==> src/soft_pin_pkg.sv <==
package soft_pin_pkg;
   // Register indices on the plain port; the port carries the printed offsets directly.
   localparam logic [15:0] SECTION_ENABLE_ADDR = 16'h0C03;
   localparam logic [15:0] OUT_SCALE_ADDR = 16'h0C05;
   localparam logic [15:0] LOOP_SET_ADDR = 16'h0C06;
   localparam logic [15:0] XFER_TRIG_ADDR = 16'h0C07;
   localparam logic [15:0] PIN_RST_TRIG_ADDR = 16'h0C08;
   // Field positions.
   localparam int CH1_SCALE_LSB = 2;
   localparam int CH0_SCALE_LSB = 0;
   localparam int HIGH_MARGIN_BIT = 4;
   localparam int BW_LSB = 2;
   localparam int TOL_LSB = 0;
   localparam int TRIG_BIT = 0;
   localparam int ENABLE_BIT = 0;
   // Reset values.
   localparam logic [7:0] OUT_SCALE_RESET = 8'h00;
   localparam logic [7:0] LOOP_SET_RESET = 8'h00;
   localparam logic ENABLE_RESET = 1'h0;

   // Settings that reach the clock datapath, already gated by the section enable.
   typedef struct packed {
      logic [4:0] ch1_divide;           // Divide ratio for channel divider 1.
      logic [4:0] ch0_divide;           // Divide ratio for channel divider 0.
      logic high_margin_filter_select;  // High phase margin loop filter.
      logic [1:0] digital_loop_bandwidth; // Bandwidth code, 50/1/10/100 Hz.
      logic [1:0] tolerance_code;       // Reference tolerance code.
   } profile_t;
endpackage

==> src/soft_pin_profile_loader.sv <==
`timescale 1ns/1ps
module soft_pin_profile_loader (
   input wire logic ref_clk,
   input wire logic rst,
   input wire logic [15:0] addr,
   input wire logic [7:0] wdata,
   input wire logic wr,
   input wire logic rd,
   output logic [7:0] rdata,
   output logic rom_load_start,
   input wire logic rom_load_done,
   output logic rom_load_busy,
   output soft_pin_pkg::profile_t profile
);

   // This block keeps the soft pin settings that software writes over the plain port.
   // It hands a registered profile to the clock datapath and starts ROM downloads.
   // Both triggers share one download engine, so only one download runs at a time.
   // The engine reports the end of a download with a one-cycle done pulse.
   // Nothing here resets the register map; only the device reset does that.
   // All inputs come from logic on ref_clk, so no synchroniser is needed.

   // Stored registers.
   // Output scale register, channel 1 in bits 3:2 and channel 0 in bits 1:0.
   logic [7:0] out_scale_q;
   // Loop settings register: margin, bandwidth and tolerance fields.
   logic [7:0] loop_set_q;
   // Section enable; while low the fields above have no effect.
   logic enable_q;
   // Transfer trigger, set by software and cleared by the engine.
   logic xfer_trig_q;
   // Pin reset trigger, set by software and cleared by the engine.
   logic pin_rst_trig_q;
   // Registered read data and its next value.
   logic [7:0] rdata_q;
   logic [7:0] rdata_d;

   // Address decode as named wires.
   // Each write strobe is qualified by the full address, so aliases never write.
   // Trigger writes count only when the trigger bit is one; a zero write is ignored.
   wire wr_scale = wr && (addr == soft_pin_pkg::OUT_SCALE_ADDR);
   wire wr_loop = wr && (addr == soft_pin_pkg::LOOP_SET_ADDR);
   wire wr_en = wr && (addr == soft_pin_pkg::SECTION_ENABLE_ADDR);
   wire wr_xfer = wr && (addr == soft_pin_pkg::XFER_TRIG_ADDR) &&
                  wdata[soft_pin_pkg::TRIG_BIT];
   wire wr_prst = wr && (addr == soft_pin_pkg::PIN_RST_TRIG_ADDR) &&
                  wdata[soft_pin_pkg::TRIG_BIT];

   // Busy covers both triggers because they drive one shared engine.
   // A trigger write while busy is dropped rather than queued; software polls the bit.
   // A new download starts only when none is running, so a second write is harmless.
   wire busy = xfer_trig_q || pin_rst_trig_q;
   assign rom_load_start = (wr_xfer || wr_prst) && !busy;
   assign rom_load_busy = busy;

   // Settings registers; plain storage, reserved bits are kept at zero.
   // Keeping reserved bits clear means software reads back exactly what takes effect while the section is enabled.
   // The enable register is written only through bit 0.
   always_ff @(posedge ref_clk) begin
      if (rst) begin
         out_scale_q <= soft_pin_pkg::OUT_SCALE_RESET;
         loop_set_q <= soft_pin_pkg::LOOP_SET_RESET;
         enable_q <= soft_pin_pkg::ENABLE_RESET;
      end else begin
         if (wr_scale) begin
            out_scale_q <= {4'h0, wdata[3:0]};
         end
         if (wr_loop) begin
            loop_set_q <= {3'h0, wdata[4:0]};
         end
         if (wr_en) begin
            enable_q <= wdata[soft_pin_pkg::ENABLE_BIT];
         end
      end
   end

   // Self-clearing triggers. Set wins over done when both arrive together,
   // but a set only lands while idle, so a done always ends the active one.
   // A done pulse while idle is harmless: both bits are already clear.
   // If both triggers are written together only the transfer trigger is kept.
   always_ff @(posedge ref_clk) begin
      if (rst) begin
         xfer_trig_q <= 1'h0;
         pin_rst_trig_q <= 1'h0;
      end else if (rom_load_start) begin
         xfer_trig_q <= wr_xfer;
         pin_rst_trig_q <= wr_prst && !wr_xfer;
      end else if (rom_load_done) begin
         xfer_trig_q <= 1'h0;
         pin_rst_trig_q <= 1'h0;
      end
   end

   // Scale decode, shared by both channels.
   // The ratio is handed over as a plain number so the divider needs no decode.
   function automatic logic [4:0] scale_div(input logic [1:0] code);
      case (code)
         2'h0: scale_div = 5'h01;
         2'h1: scale_div = 5'h04;
         2'h2: scale_div = 5'h08;
         2'h3: scale_div = 5'h10;
         default: scale_div = 5'h01;
      endcase
   endfunction

   // Gated fields: with the section off the datapath sees reset defaults.
   // section enable gating
   wire [7:0] scale_eff = enable_q ? out_scale_q : soft_pin_pkg::OUT_SCALE_RESET;
   wire [7:0] loop_eff = enable_q ? loop_set_q : soft_pin_pkg::LOOP_SET_RESET;

   // Register the profile so downstream dividers see glitch-free settings.
   // The profile trails a register write by one cycle, two after the strobe.
   // Reset gives divide-by-1 on both channels, the same as a disabled section.
   always_ff @(posedge ref_clk) begin
      if (rst) begin
         // Divide ratios of 1, all other fields at their reset codes.
         profile <= {5'h01, 5'h01, 1'h0, 2'h0, 2'h0};
      end else begin
         profile.ch1_divide <= scale_div(scale_eff[soft_pin_pkg::CH1_SCALE_LSB +: 2]);
         profile.ch0_divide <= scale_div(scale_eff[soft_pin_pkg::CH0_SCALE_LSB +: 2]);
         profile.high_margin_filter_select <= loop_eff[soft_pin_pkg::HIGH_MARGIN_BIT];
         profile.digital_loop_bandwidth <= loop_eff[soft_pin_pkg::BW_LSB +: 2];
         profile.tolerance_code <= loop_eff[soft_pin_pkg::TOL_LSB +: 2];
      end
   end

   // Read mux; unmapped addresses read zero.
   // Trigger bits read back so software can poll for the end of a download.
   always_comb begin
      case (addr)
         soft_pin_pkg::SECTION_ENABLE_ADDR: rdata_d = {7'h00, enable_q};
         soft_pin_pkg::OUT_SCALE_ADDR: rdata_d = out_scale_q;
         soft_pin_pkg::LOOP_SET_ADDR: rdata_d = loop_set_q;
         soft_pin_pkg::XFER_TRIG_ADDR: rdata_d = {7'h00, xfer_trig_q};
         soft_pin_pkg::PIN_RST_TRIG_ADDR: rdata_d = {7'h00, pin_rst_trig_q};
         default: rdata_d = 8'h00;
      endcase
   end

   // Read data stands one cycle after the strobe only.
   // Outside that cycle the bus reads zero, which keeps a shared bus quiet.
   always_ff @(posedge ref_clk) begin
      if (rst) begin
         rdata_q <= 8'h00;
      end else begin
         rdata_q <= rd ? rdata_d : 8'h00;
      end
   end
   assign rdata = rdata_q;

   // Transfer trigger reads one after a start until done.
   property p_xfer_set;
      @(posedge ref_clk) disable iff (rst)
         (wr_xfer && !busy) |=> xfer_trig_q;
   endproperty
   a_xfer_set: assert property (p_xfer_set) else $error("transfer trigger not set");

   // A done pulse ends an active transfer trigger.
   property p_xfer_clear;
      @(posedge ref_clk) disable iff (rst)
         (xfer_trig_q && rom_load_done) |=> !xfer_trig_q;
   endproperty
   a_xfer_clear: assert property (p_xfer_clear) else $error("transfer trigger not cleared");

   // A pin reset write while idle sets its bit and busy.
   property p_prst_set;
      @(posedge ref_clk) disable iff (rst)
         (wr_prst && !wr_xfer && !busy) |=> pin_rst_trig_q && rom_load_busy;
   endproperty
   a_prst_set: assert property (p_prst_set) else $error("pin reset trigger not set");

   // A done pulse ends an active pin reset trigger.
   property p_prst_clear;
      @(posedge ref_clk) disable iff (rst)
         (pin_rst_trig_q && rom_load_done) |=> !pin_rst_trig_q;
   endproperty
   a_prst_clear: assert property (p_prst_clear) else $error("pin reset trigger not cleared");

   // A disabled section shows default channel 0 divide and tolerance.
   property p_gate;
      @(posedge ref_clk) disable iff (rst)
         !enable_q ##1 !enable_q |-> profile.ch0_divide == 5'h01 && profile.tolerance_code == 2'h0;
   endproperty
   a_gate: assert property (p_gate) else $error("fields active while disabled");

   // Channel 1 code three gives divide-by-16.
   property p_ch1;
      @(posedge ref_clk) disable iff (rst)
         enable_q && out_scale_q[3:2] == 2'h3 |=> profile.ch1_divide == 5'h10;
   endproperty
   a_ch1: assert property (p_ch1) else $error("channel 1 divide wrong");

   // Channel 0 code one gives divide-by-4.
   property p_ch0;
      @(posedge ref_clk) disable iff (rst)
         enable_q && out_scale_q[1:0] == 2'h1 |=> profile.ch0_divide == 5'h04;
   endproperty
   a_ch0: assert property (p_ch0) else $error("channel 0 divide wrong");

   // Margin and bandwidth pass through while enabled.
   property p_loop;
      @(posedge ref_clk) disable iff (rst)
         enable_q |=> profile.high_margin_filter_select == $past(loop_set_q[4]) &&
         profile.digital_loop_bandwidth == $past(loop_set_q[3:2]);
   endproperty
   a_loop: assert property (p_loop) else $error("loop settings not passed");

   // A start pulse never appears while a download runs.
   property p_start_idle;
      @(posedge ref_clk) disable iff (rst)
         rom_load_start |-> !busy;
   endproperty
   a_start_idle: assert property (p_start_idle) else $error("start while busy");

   // The two triggers are never active together.
   property p_one_trig;
      @(posedge ref_clk) disable iff (rst)
         !(xfer_trig_q && pin_rst_trig_q);
   endproperty
   a_one_trig: assert property (p_one_trig) else $error("both triggers active");

   // The transfer trigger holds until done arrives.
   property p_xfer_hold;
      @(posedge ref_clk) disable iff (rst)
         xfer_trig_q && !rom_load_done |=> xfer_trig_q;
   endproperty
   a_xfer_hold: assert property (p_xfer_hold) else $error("transfer trigger lost");

   // The pin reset trigger holds until done arrives.
   property p_prst_hold;
      @(posedge ref_clk) disable iff (rst)
         pin_rst_trig_q && !rom_load_done |=> pin_rst_trig_q;
   endproperty
   a_prst_hold: assert property (p_prst_hold) else $error("pin reset trigger lost");

   // Without a read strobe the read data are zero in the next cycle.
   property p_rdata_idle;
      @(posedge ref_clk) disable iff (rst)
         !rd |=> rdata == 8'h00;
   endproperty
   a_rdata_idle: assert property (p_rdata_idle) else $error("read data not idle");

   // A read of the scale register returns its stored value.
   property p_rdata_scale;
      @(posedge ref_clk) disable iff (rst)
         rd && addr == soft_pin_pkg::OUT_SCALE_ADDR |=> rdata == $past(out_scale_q);
   endproperty
   a_rdata_scale: assert property (p_rdata_scale) else $error("scale readback wrong");

   // Starting a download leaves the register map untouched.
   property p_map_kept;
      @(posedge ref_clk) disable iff (rst)
         rom_load_start |=> out_scale_q == $past(out_scale_q) &&
         loop_set_q == $past(loop_set_q) && enable_q == $past(enable_q);
   endproperty
   a_map_kept: assert property (p_map_kept) else $error("map changed by download");

   // Tolerance code passes through while enabled.
   property p_tol;
      @(posedge ref_clk) disable iff (rst)
         enable_q |=> profile.tolerance_code == $past(loop_set_q[1:0]);
   endproperty
   a_tol: assert property (p_tol) else $error("tolerance not passed");

   // Channel 1 code zero gives divide-by-1.
   property p_ch1_div1;
      @(posedge ref_clk) disable iff (rst)
         enable_q && out_scale_q[3:2] == 2'h0 |=> profile.ch1_divide == 5'h01;
   endproperty
   a_ch1_div1: assert property (p_ch1_div1) else $error("channel 1 divide-by-1 wrong");

   // Channel 0 code two gives divide-by-8.
   property p_ch0_div8;
      @(posedge ref_clk) disable iff (rst)
         enable_q && out_scale_q[1:0] == 2'h2 |=> profile.ch0_divide == 5'h08;
   endproperty
   a_ch0_div8: assert property (p_ch0_div8) else $error("channel 0 divide-by-8 wrong");

   // A disabled section also shows default loop fields and channel 1 divide.
   property p_gate_loop;
      @(posedge ref_clk) disable iff (rst)
         !enable_q ##1 !enable_q |-> !profile.high_margin_filter_select &&
         profile.digital_loop_bandwidth == 2'h0 && profile.ch1_divide == 5'h01;
   endproperty
   a_gate_loop: assert property (p_gate_loop) else $error("loop fields active");

   // Reserved bits of the settings registers stay clear.
   property p_rsvd;
      @(posedge ref_clk) disable iff (rst)
         out_scale_q[7:4] == 4'h0 && loop_set_q[7:5] == 3'h0;
   endproperty
   a_rsvd: assert property (p_rsvd) else $error("reserved bits set");

   // A write to the enable register lands in the next cycle.
   property p_en_write;
      @(posedge ref_clk) disable iff (rst)
         wr_en |=> enable_q == $past(wdata[0]);
   endproperty
   a_en_write: assert property (p_en_write) else $error("enable write lost");

   // A write to the scale register lands in the next cycle.
   property p_scale_write;
      @(posedge ref_clk) disable iff (rst)
         wr_scale |=> out_scale_q == {4'h0, $past(wdata[3:0])};
   endproperty
   a_scale_write: assert property (p_scale_write) else $error("scale write lost");

   // A write to the loop register lands in the next cycle.
   property p_loop_write;
      @(posedge ref_clk) disable iff (rst)
         wr_loop |=> loop_set_q == {3'h0, $past(wdata[4:0])};
   endproperty
   a_loop_write: assert property (p_loop_write) else $error("loop write lost");

   // Writing zero to an idle transfer trigger starts nothing.
   property p_zero_write;
      @(posedge ref_clk) disable iff (rst)
         wr && addr == soft_pin_pkg::XFER_TRIG_ADDR && !wdata[0] && !busy |=> !xfer_trig_q;
   endproperty
   a_zero_write: assert property (p_zero_write) else $error("zero write started");
endmodule

==> config.mk <==
export PLATFORM = sky130hd
export DESIGN_NAME = soft_pin_profile_loader
export DESIGN_NICKNAME = d
export VERILOG_FILES = /design/src/soft_pin_pkg.sv /design/src/soft_pin_profile_loader.sv
export SDC_FILE = /design/constraint.sdc
export NUM_CORES = 1
export LEC_CHECK = 0
export BUFFER_PORTS_ARGS = -buffer_cell sky130_fd_sc_hd__buf_2
export CAP_MARGIN = 10
export CORE_ASPECT_RATIO = 1.4
export CORE_UTILIZATION = 42
export DETAILED_ROUTE_END_ITERATION = 12
export HOLD_SLACK_MARGIN = 0.12
export PLACE_DENSITY = 0.74
export SETUP_SLACK_MARGIN = 0.5
export SLEW_MARGIN = 20
export SYNTH_ARGS = -nofsm -noshare
export SYNTH_HDL_FRONTEND = slang
export SYNTH_SLANG_ARGS = --single-unit
==> constraint.sdc <==
create_clock -name ref_clk -period 1.7 [get_ports ref_clk]
set_input_delay 0.085 -clock ref_clk [delete_from_list [all_inputs] [get_ports ref_clk]]
set_output_delay 0.085 -clock ref_clk [all_outputs]
set_load 0.03 [all_outputs]
==> run summary, run 1 <==
io pins: 54
Area Overhead vs Synth: 52.0%
CP Capture Point: rom_load_start
placed cell count: 224
fillers: 233
skew final: 6.57 ps
drt wl/cell: 14.8 um
DRC: 0
area of the die: 3310 um2
post-route ant nets: 0
Via Count: 1,333
Die H: 67.7 um
RSZ-0062 raised after global routing: true
n_diodes: 0
Final Max Tran Viols: 0
Yosys reg bits: 30
Post-synth EDFFs: 0
syn avg cell area: 9.65 um2
Comb pwr share: 9.7%
cell row count: 23
Final #Nets: 233
clk_lat worst skew: 290 ps
ys async rst share: 0%
max frequency: 569 MHz
DRT Pass-1 Iters: 4
clock-pin slew on the worst setup and hold paths: 60 ps
count of cell types in the netlist: 40
status: complete, but fails checks
internal power: 1.04 mW
gr usage total: 23.5%
clock share of power: 39.1%
nature of the critical path startpoint: flop
R2R cell count: 6
Worst EP arrival: 1670 ps
routability cong.: 0.798
Worst Path Required: 1620 ps
initial antenna violation count: 0
failing checks: setup timing
vias per cell: 5.53
root buffer cell: clkbuf_8
Hold Crit Class: primary input to flop
minimum clock period: 1760 ps
TritonCTS buffer count: 5
fin cells: 241
core area: 2910 um2
vias in the first global route: 1,311
critical path class: flop to primary output
Crit. Startpoint: xfer_trig_q
CTS tree: done
GR Overflow Total: 0
worst r2r dst: xfer_trig_q
Crit Path Max Fanout: 2
cell area after synthesis: 1290 um2
yosys warns: 0
power per cell area: 699 nW/um2
sequential share of power: 51.1%
Max-Cap Viols: 0
CTS Sinks: 30
LEAKAGE: 0.821 nW
sequential area share after synthesis: 46.4%
post-DP HPWL: 2340 um
Max Buffers Root-to-Sink: 2
peak supply drop: 0.000517 V
Starting Density: 44.5%
PnR worst setup slack: -57.6 ps
Main synth FF type: dfxtp_1
1st-iter DRT viols: 27
Tcrit/Tclk final: 103%
Slew HR: 66.5%
crit end category: primary output
Sw Pwr: 0.339 mW
DRT Wirelength: 3560 um
Final setup viols: 1
share of cells above drive strength 1: 52.5%
RR Startpoint: xfer_trig_q
sw frac: 24.7%
number of port buffers: 45
first-pass GRT wire length: 5710 um
Die X: 48.9 um
final hold vios: 0
Finished Core Util: 67.7%
Synth Instances: 134
worst reg-to-reg setup slack: 40 ps
pin count of the biggest net entering global routing: 15
htree depth: 2
post-place setup slack: -107 ps
worst-margin pin slew: 501 ps
[worst min path at each step]
| stage | start | endpoint | slack [ps] | cells past startpoint |
|---|---|---|---|---|
| 6_report | addr[0] | xfer_trig_q | 150 | 3 |
| 5_1_grt | addr[0] | xfer_trig_q | 160 | 3 |
| 4_1_cts | addr[0] | xfer_trig_q | 140 | 3 |
| 3_5_place_dp | wdata[4] | loop_set_q[4] | 370 | 3 |
| 3_3_place_gp | wdata[4] | loop_set_q[4] | 350 | 3 |
| 2_1_floorplan | rst | xfer_trig_q | 150 | 1 |
[logic make-up (layout without fill, tap and decap cells)]
logic type / Yosys count / count (layout) / share of synthesized area [%]
AOI/OAI and AO/OA: 31 / 31 / 13.6
buffers and inverters: 14 / 80 / 7.64
other: 1 / 5 / 0.290
muxes: 2 / 2 / 1.64
and+or+nand+nor: 56 / 56 / 30.4
DFF: 30 / 30 / 46.4
[Yosys cell counts (all sizes together), types with 2 or more instances]
master,n,area (um2)
dfxtp,30,601
a21oi,12,60.1
o21ai,12,60.1
nand3,10,50.1
buf,9,78.8
nor2,9,33.8
and2,5,31.3
nor2b,5,31.3
nor4,5,65.1
nand2,4,15.0
a22oi,3,22.5
clkbuf,3,12.5
or4,3,33.8
and3,2,12.5
and3b,2,17.5
inv,2,7.51
or4b,2,23.8
or4bb,2,22.5
[sequential cells by signal, indices dropped and copies added, names as in the netlist]
signal,flops
profile,13
loop_set_q,5
rdata,5
out_scale_q,4
enable_q,1
pin_rst_trig_q,1
xfer_trig_q,1
[layout make-up]
| cell class | instances | area [um2] | share of cell area, % |
|---|---|---|---|
| Tap cell | 37 | 46.3 | 2.35 |
| Sequential cell | 30 | 603 | 30.7 |
| Clock inverter | 2 | 10.0 | 0.509 |
| Clock buffer | 5 | 68.8 | 3.50 |
| Multi-Input combinational cell | 94 | 744 | 37.8 |
| Timing Repair Buffer | 71 | 487 | 24.7 |
| Inverter | 2 | 7.51 | 0.382 |
[power groups by stage]
stage               Sequential [mW]  Combinational (mW)  Clock [mW]
finish                        0.703               0.133       0.538
global route                  0.703               0.141       0.564
CTS                           0.703               0.123       0.536
detailed placement            0.719              0.0980           0
global placement              0.719              0.0922           0
floorplan                     0.719              0.0611           0
[cell usage in the layout (no fill, tap or decap), types with 5 or more instances in the layout]
master / netlist / layout
nand3_1: 10 / 5
and2_1: 5 / 5
buf_2: 2 / 39
a21oi_2: 0 / 5
nand3_2: 0 / 5
buf_4: 5 / 16
dfxtp_1: 30 / 28
nor2_1: 9 / 9
clkbuf_8: 0 / 5
conb_1: 1 / 5
dlygate4sd3_1: 0 / 7
o21ai_2: 0 / 8
a21oi_1: 12 / 7
buf_6: 1 / 9
[layer usage]
layer | wire (um) | track usage [%] | vias up | part of all wire, %
met3 | 165 | 5.86 | 15 | 4.6
met1 | 1170 | 19.2 | 643 | 33
met4 | 123 | 16.2 | 0 | 3.5
met2 | 2100 | 48.6 | 58 | 59
li1 | - | - | 617 | -
met5 | 0 | 0 | - | 0
[what timing repair did]
action | CTS | global route
setup buffers | 3 | 0
hold buffers | 7 | 0
endpoints found under the setup margin | 18 | 18
endpoints found under the hold margin | 15 | 0
resized for setup | 29 | 11
pin swaps | 13 | 3
[metrics by stage]
step / total power, mW / area (um2) / TNS (ps) / hold WS, ps
floorplan: 0.780 / 1320 / 0 / 154
global placement: 0.811 / 1620 / -257 / 352
detailed placement: 0.816 / 1620 / -794 / 371
CTS: 1.36 / 1920 / -117 / 136
global route: 1.41 / 1970 / -148 / 159
finish: 1.37 / 1970 / -57.6 / 148
[worst max-delay path, stage by stage, from the launching register on]
cell	delay, ps
dfxtp_2	320
or4bb_4	550
nor4_4	190
nor2b_4	190
buf_6	130
No activity file was read; power rests on OpenSTA's default activity.
==> inputs of run 2 (changes only) <==
--- a/config.mk
+++ b/config.mk
@@ -8,10 +8,9 @@
 export BUFFER_PORTS_ARGS = -buffer_cell sky130_fd_sc_hd__buf_2
 export CAP_MARGIN = 10
 export CORE_ASPECT_RATIO = 1.4
-export CORE_UTILIZATION = 42
+export CORE_UTILIZATION = 35
 export DETAILED_ROUTE_END_ITERATION = 12
 export HOLD_SLACK_MARGIN = 0.12
-export PLACE_DENSITY = 0.74
 export SETUP_SLACK_MARGIN = 0.5
 export SLEW_MARGIN = 20
 export SYNTH_ARGS = -nofsm -noshare
==> run 2 against run 1 <==
  * The flow still finishes with violations (setup timing)
  * Worst hold slack worse by 13 ps
  * Sequential share of layout area is 0.96 points lower
  * Clock-buffer cell count stayed put
  * Final cell count is 4.1% higher
  * Wire length is 6.9% lower
  * Register-to-register slack worse by 30 ps
  * Combinational power is 4% higher
  * Worst setup slack hardly changed
  * Core utilization is 8.7 points lower
  * Sequential power hardly changed
  * Non-clock buffer count is 7 higher
  * Clock power is 2% lower
  * Highest routed layer unchanged
==> run summary, run 2 (same netlist as run 1, synthesis figures left out) <==
status: complete, but fails checks
failing checks: setup timing
PnR worst setup slack: -57.8 ps
Max-Cap Viols: 0
htree depth: 2
vias per cell: 5.03
TritonCTS buffer count: 5
max frequency: 569 MHz
metal2 WL: 1810 um
number of port buffers: 45
R2R cell count: 7
crit end category: primary output
fillers: 327
final instance area: 2030 um2
DRT Pass-1 Iters: 4
metal3 WL: 169 um
cell row count: 25
Final setup viols: 1
gr usage total: 17.4%
Slowest-stage cell, CP: or4bb_4
area of the die: 3950 um2
core area: 3440 um2
Top reg by flops: profile
Worst Path Required: 1620 ps
area of the multi-input gates: 727 um2
io pins: 54
commonest non-fill, non-tap cell in the layout: buf_2
peak supply drop: 0.000428 V
Die X: 53.4 um
root buffer cell: clkbuf_8
most frequent cells in the layout: buf_2 (37), dfxtp_1 (28), buf_4 (21)
Max Buffers Root-to-Sink: 2
uppermost layer routed: met4
1st-iter DRT viols: 37
Final Max Tran Viols: 0
Register Area: 603 um2
Via Count: 1,263
power per cell area: 673 nW/um2
cells along the critical path: or4bb_4 > nor4_4 > nor2b_4 > buf_6
Starting Density: 37.6%
Area Overhead vs Synth: 57.0%
setup tns final: -57.8 ps
Tcrit/Tclk final: 103%
n_diodes: 0
highest cell delay on the worst timing path: 560 ps
clk_lat worst skew: 280 ps
Final #Nets: 240
vias in the first global route: 1,149
hold depth: 3
WL met1: 1280 um
Area after DPL: 1630 um2
final hold vios: 0
minimum clock period: 1760 ps
post-DP HPWL: 2320 um
critical path class: flop to primary output
CTS tree: done
DRT Wirelength: 3310 um
post-route ant nets: 0
nature of the critical path startpoint: flop
GR Overflow Total: 0
pin count of the biggest net entering global routing: 15
RSZ-0062 raised after global routing: true
DRC: 0
share of cells above drive strength 1: 52.1%
Die H: 73.9 um
routability cong.: 0.819
Hold Crit Class: primary input to flop
drt wl/cell: 13.2 um
CTS Sinks: 30
max FFs per register: 13
skew final: 5.77 ps
first-pass GRT wire length: 4970 um
Worst EP arrival: 1670 ps
initial antenna violation count: 0
Crit Path Max Fanout: 2
clock-pin slew on the worst setup and hold paths: 60 ps
LEAKAGE: 0.890 nW
[run 2: cell types whose count changed in the layout (fill, tap and decap cells not counted), sizes merged]
cell / delta
buf: +8
dlygate4sd3: -1
[run 2: worst paths after layout]
path	from	end	slack [ps]
hold reg to reg	loop_set_q[4]	rdata[4]	470
setup / recovery	pin_rst_trig_q	rom_load_start	-60
setup reg to reg	pin_rst_trig_q	xfer_trig_q	10
hold / removal	rd	rdata[3]	130
[run 2: per-stage QoR]
stage          setup slack, ps  instances  util, %  hold WS (ps)  power, mW
3_3_place_gp             -52.3        228     47.3           363      0.813
6_report                 -57.8        251     59.0           135       1.37
4_1_cts                  -64.0        248     55.7           138       1.36
3_5_place_dp              -114        228     47.3           372      0.817
5_1_grt                   -110        251     59.0           151       1.42
2_1_floorplan             79.0        138        -           154      0.780
[run 2: power breakdown]
group	leakage, nW	internal (mW)	switching [mW]	total (mW)
Clock	0.0438	0.274	0.252	0.525
Sequential	0.243	0.703	0.00000236	0.703
Combinational	0.603	0.0660	0.0720	0.138
[run 2: area by class of cell]
type	count	share of cell area, %
Timing Repair Buffer	78	27.8
Multi-Input combinational cell	94	35.8
Tap cell	40	2.46
Inverter	2	0.370
Sequential cell	30	29.7
Clock buffer	5	3.39
Clock inverter	2	0.493
[run 2: per-layer routing]
| layer | vias up | track usage (%) |
|---|---|---|
| li1 | 623 | - |
| met1 | 587 | 17.5 |
| met2 | 46 | 32.8 |
| met3 | 7 | 4.29 |
| met4 | 0 | 7.02 |
| met5 | - | 0 |
[run 2: timing repair]
item	in CTS	in global routing
buffers inserted	7	3
hold endpoints to repair	11	0
hold buffers	6	0
setup endpoints to repair	18	19
pin swaps	12	19
gates resized for setup	24	20
[run 2: critical path: cells and delay by family (launching register included)]
| kind | cells | cell delay, ps |
|---|---|---|
| flops | 1 | 320 |
| buf+inv | 1 | 130 |
| simple gates | 3 | 950 |
